## src/dmrb_pkg.sv

```systemverilog
// Constants and carrier types shared by the diagnostic monitor register bank.
// Assumes an 8-bit register address space reached by the device control logic.
package dmrb_pkg;

  // ==========================================================================
  // Register offsets
  localparam logic [7:0] DMRB_ADDR_CFG        = 8'h54;
  localparam logic [7:0] DMRB_ADDR_BAT_HIGH   = 8'h56;
  localparam logic [7:0] DMRB_ADDR_BAT_LOW    = 8'h57;
  localparam logic [7:0] DMRB_ADDR_BIAS_HIGH  = 8'h58;
  localparam logic [7:0] DMRB_ADDR_BIAS_LOW   = 8'h59;
  localparam logic [7:0] DMRB_ADDR_IN1P_HIGH  = 8'h5A;
  localparam logic [7:0] DMRB_ADDR_IN1P_LOW   = 8'h5B;
  localparam logic [7:0] DMRB_ADDR_IN1N_HIGH  = 8'h5C;
  localparam logic [7:0] DMRB_ADDR_IN1N_LOW   = 8'h5D;

  // ==========================================================================
  // Configuration field positions and reset values
  localparam int         DMRB_SUP_FILT_LSB    = 5;
  localparam int         DMRB_BAT_FILT_LSB    = 2;
  localparam int         DMRB_MERGE_BIT       = 0;
  localparam logic [7:0] DMRB_CFG_WMASK       = 8'h6D;
  localparam logic [7:0] DMRB_CFG_RESET       = 8'h48;
  localparam logic [1:0] DMRB_FILT_RESET      = 2'h2;

  // ==========================================================================
  // Channel identifiers
  localparam logic [3:0] DMRB_ID_BAT          = 4'h0;
  localparam logic [3:0] DMRB_ID_BIAS         = 4'h1;
  localparam logic [3:0] DMRB_ID_IN1P         = 4'h2;
  localparam logic [3:0] DMRB_ID_IN1N         = 4'h3;
  localparam int         DMRB_NCH             = 4;
  localparam logic [11:0] DMRB_RES_RESET      = 12'h000;
  localparam logic [7:0] DMRB_READ_ZERO       = 8'h00;

  typedef enum logic [1:0] {
    DMRB_FILT_3M5,
    DMRB_FILT_200K,
    DMRB_FILT_100K,
    DMRB_FILT_NONE
  } dmrb_filt_e;

  // One conversion result from the diagnostic converter.
  typedef struct packed {
    logic       valid;
    logic [1:0] chan;
    logic [11:0] value;
  } dmrb_result_s;

  // Register access request from the control logic.
  typedef struct packed {
    logic       wr;
    logic       rd;
    logic [7:0] addr;
    logic [7:0] wdata;
  } dmrb_req_s;

endpackage

```

## src/dmrb_result_slot.sv

```systemverilog
// One diagnostic result slot: holds a 12-bit reading, loaded atomically.
// Assumes load pulses come from logic on the same clock.
module dmrb_result_slot
  import dmrb_pkg::*;
(
  // Clock and reset
  input  wire logic        clk_sys,
  input  wire logic        resetn,
  // Load side
  input  wire logic        load,
  input  wire logic [11:0] value,
  // Readout
  output logic      [11:0] result_ff
);

  // ==========================================================================
  // Storage
  // Both halves sit in one register so one load updates the pair together.
  always_ff @(posedge clk_sys or negedge resetn)
  begin
    if (!resetn)
      result_ff <= DMRB_RES_RESET;
    else if (load)
      result_ff <= value;
  end
endmodule

```

## src/dmrb_top.sv

```systemverilog
// Diagnostic monitor register bank: filter and fault-merge configuration plus
// read-only converter results. Assumes a same-clock register access port and
// a converter that delivers tagged results on the same clock.
import dmrb_pkg::*;

// Operation
// Bits 6-5 of config select the supply filter (3.5M,200k,100k,none), reset 2.
// Bits 3-2 of config select the battery filter in the same coding, reset 2.
// Config bit 0 merges input overvoltage into battery short when set, reset clear.
// Config bits 7, 4 and 1 read zero and host writes put only zero there.
// Each result is 12 bits with the upper eight read at the even address.
// The odd address returns the low nibble in 7-4 and the channel id in 3-0.
// Battery result at 0x56/0x57 with id 0, both reset to zero.
// Bias result at 0x58/0x59 with id 1, low byte resets to 0x01.
// Input 1 positive result at 0x5A/0x5B with id 2, low byte resets to 0x02.
// Input 1 negative upper byte at 0x5C, read-only, resets to zero.
// Input 1 negative low byte at 0x5D with id 3, resets to 0x03.
// Battery, bias, load and temperature channels auto-enable with any input diag unless forced.
// Upper byte and low nibble of a result update together.
module dmrb_top
  import dmrb_pkg::*;
(
  // Clock and reset
  input  wire logic         clk_sys,
  input  wire logic         resetn,
  // Register access
  input  wire dmrb_req_s    req,
  output logic      [7:0]   rdata_ff,
  output logic              rvalid_ff,
  // Converter results
  input  wire dmrb_result_s result_in,
  // Fault inputs and reporting
  input  wire logic         input_ov_fault,
  input  wire logic         input_bat_short,
  output logic              ov_fault_out_ff,
  output logic              bat_short_out_ff,
  // Channel enables
  input  wire logic         any_input_diag_en,
  input  wire logic         force_en,
  input  wire logic [3:0]   manual_en,
  output logic      [3:0]   chan_en_ff,
  // Filter selects
  output dmrb_filt_e        supply_filter_select,
  output dmrb_filt_e        battery_filter_select
);

  logic [7:0]  cfg_ff;
  logic [7:0]  nxt_rdata;
  logic [11:0] result_q [DMRB_NCH];
  logic        battery_short_merge;

  // ==========================================================================
  // Helpers
  function automatic logic [7:0] low_byte(input logic [11:0] r, input logic [3:0] id);
    low_byte = {r[3:0], id};
  endfunction

  // ==========================================================================
  // Configuration register
  always_ff @(posedge clk_sys or negedge resetn)
  begin
    if (!resetn)
      cfg_ff <= DMRB_CFG_RESET;
    else if (req.wr && req.addr == DMRB_ADDR_CFG)
      cfg_ff <= req.wdata & DMRB_CFG_WMASK;
  end

  assign supply_filter_select  = dmrb_filt_e'(cfg_ff[DMRB_SUP_FILT_LSB +: 2]);
  assign battery_filter_select = dmrb_filt_e'(cfg_ff[DMRB_BAT_FILT_LSB +: 2]);
  assign battery_short_merge   = cfg_ff[DMRB_MERGE_BIT];

  // ==========================================================================
  // Fault reporting
  // When merged, the separate overvoltage report is held low so software
  // sees exactly one fault source.
  always_ff @(posedge clk_sys or negedge resetn)
  begin
    if (!resetn)
    begin
      ov_fault_out_ff  <= 1'b0;
      bat_short_out_ff <= 1'b0;
    end
    else if (battery_short_merge)
    begin
      ov_fault_out_ff  <= 1'b0;
      bat_short_out_ff <= input_ov_fault | input_bat_short;
    end
    else
    begin
      ov_fault_out_ff  <= input_ov_fault;
      bat_short_out_ff <= input_bat_short;
    end
  end

  // ==========================================================================
  // Channel enables: order is load, bias, battery, temperature.
  always_ff @(posedge clk_sys or negedge resetn)
  begin
    if (!resetn)
      chan_en_ff <= 4'h0;
    else if (force_en)
      chan_en_ff <= manual_en;
    else
      chan_en_ff <= {4{any_input_diag_en}};
  end

  // ==========================================================================
  // Result slots
  genvar g;
  generate
    for (g = 0; g < DMRB_NCH; g++)
    begin : g_slot
      dmrb_result_slot u_slot (
        .clk_sys   (clk_sys),
        .resetn    (resetn),
        .load      (result_in.valid && result_in.chan == 2'(g)),
        .value     (result_in.value),
        .result_ff (result_q[g])
      );
    end
  endgenerate

  // ==========================================================================
  // Read decode
  always_comb
  begin
    nxt_rdata = DMRB_READ_ZERO;
    if (req.addr == DMRB_ADDR_CFG)
      nxt_rdata = cfg_ff & DMRB_CFG_WMASK;
    else if (req.addr == DMRB_ADDR_BAT_HIGH)
      nxt_rdata = result_q[0][11:4];
    else if (req.addr == DMRB_ADDR_BAT_LOW)
      nxt_rdata = low_byte(result_q[0], DMRB_ID_BAT);
    else if (req.addr == DMRB_ADDR_BIAS_HIGH)
      nxt_rdata = result_q[1][11:4];
    else if (req.addr == DMRB_ADDR_BIAS_LOW)
      nxt_rdata = low_byte(result_q[1], DMRB_ID_BIAS);
    else if (req.addr == DMRB_ADDR_IN1P_HIGH)
      nxt_rdata = result_q[2][11:4];
    else if (req.addr == DMRB_ADDR_IN1P_LOW)
      nxt_rdata = low_byte(result_q[2], DMRB_ID_IN1P);
    else if (req.addr == DMRB_ADDR_IN1N_HIGH)
      nxt_rdata = result_q[3][11:4];
    else if (req.addr == DMRB_ADDR_IN1N_LOW)
      nxt_rdata = low_byte(result_q[3], DMRB_ID_IN1N);
  end

  always_ff @(posedge clk_sys or negedge resetn)
  begin
    if (!resetn)
    begin
      rdata_ff  <= DMRB_READ_ZERO;
      rvalid_ff <= 1'b0;
    end
    else
    begin
      rvalid_ff <= req.rd;
      if (req.rd)
        rdata_ff <= nxt_rdata;
    end
  end
endmodule

```

## config.mk

```make
export PLATFORM = sky130hd
export DESIGN_NAME = dmrb_top
export DESIGN_NICKNAME = d
export VERILOG_FILES = /design/src/dmrb_pkg.sv /design/src/dmrb_result_slot.sv /design/src/dmrb_top.sv
export SDC_FILE = /design/constraint.sdc
export NUM_CORES = 1
export LEC_CHECK = 0
export CORE_MARGIN = 1.5
export CORE_UTILIZATION = 40
export DETAILED_ROUTE_END_ITERATION = 10
export DONT_BUFFER_PORTS = 1
export SLEW_MARGIN = 20
export SYNTH_ARGS = -nofsm -noshare
export SYNTH_HDL_FRONTEND = slang
export SYNTH_SLANG_ARGS = --single-unit
export TNS_END_PERCENT = 20
```

## constraint.sdc

```tcl
create_clock -name clk_sys -period 2 [get_ports clk_sys]
set_clock_uncertainty 0.05 [all_clocks]
set_input_delay 0.6 -clock clk_sys [delete_from_list [all_inputs] [get_ports clk_sys]]
set_output_delay 0.6 -clock clk_sys [all_outputs]
set_load 0.05 [all_outputs]
```

After elaboration in Yosys (flattened, before gate mapping)
Index checks and enable logic that the tools add are counted.
Cells by class
  eq/ne operators: 12
  muxes and demuxes: 12
  bitwise gates (word level): 1
  reduce and logical (&&, ||, !) cells: 6
Operators by type and width (number)
  == test 8 x 7 -> 1 bit, second input constant: 9
  2-to-1 mux 8 bit: 9
  logical AND 1 bit: 5
  == test 2 bit, second input constant: 2
  2-to-1 mux 4 bit: 1
  == test 2 x 1 -> 1 bit, second input constant: 1
  zero test 2 bit: 1
  2-to-1 mux 1 bit: 2
  OR 1 bit: 1
Storage, ports and cells
  bits in registers: 68
  bits of input ports: 43
  logic and storage cells: 41

Longest topological paths before layout
  depth after elaboration: 10
  depth in mapped cells: 6
  mapped depth without buffers: 4

Hierarchy
From an unflattened synthesis, not the netlist that was laid out.
Unflattened totals
  cell total of the unflattened synthesis: 268
  area, all modules: 3370.7 um^2
By module, submodules not included
  dmrb_result_slot: instances 4, cells each 25, area an instance 484.2 um^2
  dmrb_top: instances 1, cells each 168, area an instance 1433.9 um^2

Worst setup path before layout
Ideal clock, no wire load.
  path kind: input to register
  from: in result_in[13] in the netlist's numbering
  to: reg g_slot[0].u_slot.result_ff[10]
  setup time: 0.125 ns
  arrival time: 1.550 ns
  data required time: 1.825 ns
  setup slack: 0.275 ns
  stages on the path: 3
  path buffers: 1
  path through: nor3b_1 > buf_4 > mux2_2
On the way
  word-level cells in the longest chain between the ends: 2
RTL lines
  start: declaration: line dmrb_top.sv:31  | input wire dmrb_result_s result_in,
  zero test 2 bit: line dmrb_top.sv:116  | .load (result_in.valid && result_in.chan == 2'(g)),
  logical AND 1 bit: line dmrb_top.sv:116
  end signal: assignment: line dmrb_result_slot.sv:24  | result_ff <= value;
  end: declaration: line dmrb_result_slot.sv:13  | output logic [11:0] result_ff
No other way between the ends.
A chain may end at the register's enable or synchronous reset.

Final worst setup path
  from: reg cfg_ff[6]
  to: out supply_filter_select[1]
RTL lines
  start: declaration: line dmrb_top.sv:47  | logic [7:0] cfg_ff;
  start signal: assignment: line dmrb_top.sv:65  | cfg_ff <= req.wdata & DMRB_CFG_WMASK;
  end: declaration: line dmrb_top.sv:43  | output dmrb_filt_e supply_filter_select,
No word-level cell between the ends.

==> flow_metrics.py <==
metrics = {
    "run_status": {
        "status": "finished, violations left",
        "violations": "negative hold slack",
    },
    "timing": {
        "setup_viol": 0,
        "hold-worst-slack_ns": -0.1127,
        "post-route-period-util_pct": 86.07,
        "layout_min_cycle_time_ns": 1.721,
        "worst_pin_slew_ns": 0.5074,
        "tns_ns": 0,
        "rsz0062_at_grt": "no",
        "relSlewSlack_pct": 66.17,
        "finalMaxSlewViolations": 0,
        "hold_viol_final": 66,
        "max_freq_mhz": 580.9,
    },
    "clock_network": {
        "numCtsBuffers": 9,
        "htreeDepth": 3,
        "clock_latency_ns": 0.35,
        "cts-root-buf": "clkbuf_8",
        "clkSinkCount": 68,
        "clk_path_buf_depth": 2,
        "postCtsSetupBuffers": 0,
        "clkTransAtPathRegs_ns": 0.07,
        "cts_tree": "done",
        "cts_resized": 0,
    },
    "synthesis": {
        "synth.avg_cell_area_um2": 12.45,
        "synth_cell_types": 46,
        "synth_ff_type": "dfrtp_1",
        "yosysSeqAreaShare_pct": 52.42,
        "synth_most_common_cell": "dfrtp_1",
        "synth_seq_cells": 68,
        "yosys_warnings": 0,
        "synth_edf_count": 0,
        "synthCells": 261,
        "syn_area_mm2": 0.003251,
        "synthTopCellsByCount": "dfrtp_1 (66), mux2_2 (55), nand2_1 (17)",
        "syn-num-nets": 304,
        "async_flop_share_pct": 100.0,
        "netlist.top_cell.by_area": "dfrtp_1",
        "synth_area_leaders": "dfrtp_1 (51%), mux2_2 (19%), buf_4 (2.1%)",
        "yosysTopAreaCellShare_pct": 50.81,
    },
    "cells_and_area": {
        "fin_util_pct": 44.52,
        "nets": 301,
        "area_growth_pct": 6.928,
        "drive_gt1_share_pct": 33.21,
        "fin_area_mm2": 0.003476,
        "n_antenna_cell": 0,
    },
    "run": {
        "maxCapViolCount": 0,
    },
    "setup_path": {
        "critPathLaunchType": "flip-flop",
        "endpoint_kind": "output pin",
        "cp.required_ns": 1.35,
        "cp.arrival_ns": 1.07,
        "path_class": "flip-flop to output pin",
        "crit_fanout": 4,
    },
    "global_route": {
        "overflow": 0,
        "grt_pass1_wl_mm": 11.37,
        "antenna_found_initial": 0,
        "grt_util_all_layers_pct": 17.64,
        "grt_max_degree": 69,
        "grt_pass1_vias": 2225,
    },
    "detailed_routing": {
        "first_pass_iters": 4,
        "drt_wl_total_mm": 6.933,
        "drc": 0,
        "antenna_left": 0,
        "drtIter0Drc": 85,
        "via_per_inst": 5.607,
        "vias": 2041,
        "wl_per_cell_um": 19.05,
    },
    "place": {
        "place_area_mm2": 0.003307,
        "io_buffer_count": 0,
        "dp.final_hpwl_mm": 4.721,
        "gp_congestion": 0.7306,
    },
    "hold_path": {
        "hp-class": "input pin to asynchronous set/reset pin",
    },
    "floorplan": {
        "start_util_pct": 41.63,
        "rows": 32,
        "core_mm2": 0.007807,
        "die_w_um": 93.15,
        "die-area_mm2": 0.008676,
        "io_pins": 62,
        "die_y_um": 93.15,
    },
    "pwr": {
        "power_w": 0.003132,
        "max-vdd-ir-drop_mv": 0.5528,
        "p_leak_nw": 1.450,
        "power_density_mw_per_mm2": 901.1,
    },
}
-- cell usage in the layout, fill, tap and decap left out, types with 3 or more instances in the layout --
cell / count
nor2_1: 13
o211ai_1: 6
nor2b_1: 5
a211oi_1: 3
mux4_2: 3
clkbuf_8: 11
dfrtp_1: 66
nand2_1: 17
nand2b_1: 6
buf_4: 5
nand3_1: 5
mux2i_1: 3
a31oi_1: 5
inv_1: 5
o21ai_0: 9
mux2_2: 55
nand4_1: 3
-- cell families (layout without fill, tap and decap cells) --
group	count (synthesis)	in the layout	share of synthesized area, %
xor gates and xnor gates	1	1	0.2695
muxes	61	61	22.06
AOI/OAI and AO/OA	42	42	9.623
DFF	68	68	52.42
and+or+nand+nor	64	64	11.43
buffers and inverters	25	26	4.195
-- per-layer routing --
layer	global-route usage, %	vias to the layer above	part of all wire (%)
met5	0	-	0
met1	22.26	1025	44
met3	7.073	9	7.3
met4	5.682	0	1.2
li1	-	941	-
met2	27.62	66	47
-- state kept, by name, summed over array words and instances, names as in the netlist --
name                     flops
chan_en_ff                   4
cfg_ff                       5
g_slot.u_slot.result_ff     48
rvalid_ff                    1
rdata_ff                     8
ov_fault_out_ff              1
bat_short_out_ff             1
-- area by class of cell --
class                   count  area (um^2)
clock buffers              13        158.9
clock inverters             2        10.01
fillers                   738         4332
inverters                   6        22.52
multi-input cells         168         1415
flip-flops and latches     68         1704
well taps                 102        127.6
repair buffers              5        37.54
-- path summary, 6_finish.rpt --
path                            cells past startpoint  slack (ns)                            end      start
worst max-delay path                                0        0.28        supply_filter_select[1]  cfg_ff[6]
worst min-delay path                                0       -0.11  g_slot[0].u_slot.result_ff[7]     resetn
worst max register to register                      4        0.48                    rdata_ff[6]  cfg_ff[6]
worst min register to register                      1        0.43                ov_fault_out_ff  cfg_ff[0]
max in group asynchronous                           0        1.83                      cfg_ff[6]     resetn
min in group clk_sys                                0        0.23                      rvalid_ff    req[16]
-- stage by stage --
step                instances  hold WS [ns]  setup slack, ns
floorplan                 261        0.2544           0.2748
global placement          349        0.2562           0.1846
detailed placement        349        0.2558           0.1740
CTS                       364       -0.1315           0.2541
global route              364       -0.1392           0.2395
finish                    364       -0.1127           0.2785
-- power by group --
group / total [W] / switching [W] / internal [W]
clock: 0.000992 / 0.000484 / 0.000508
sequential: 0.00178 / 0.000191 / 0.00158
combinational: 0.000365 / 0.000125 / 0.000240
Power figures use the tool's default switching activity.
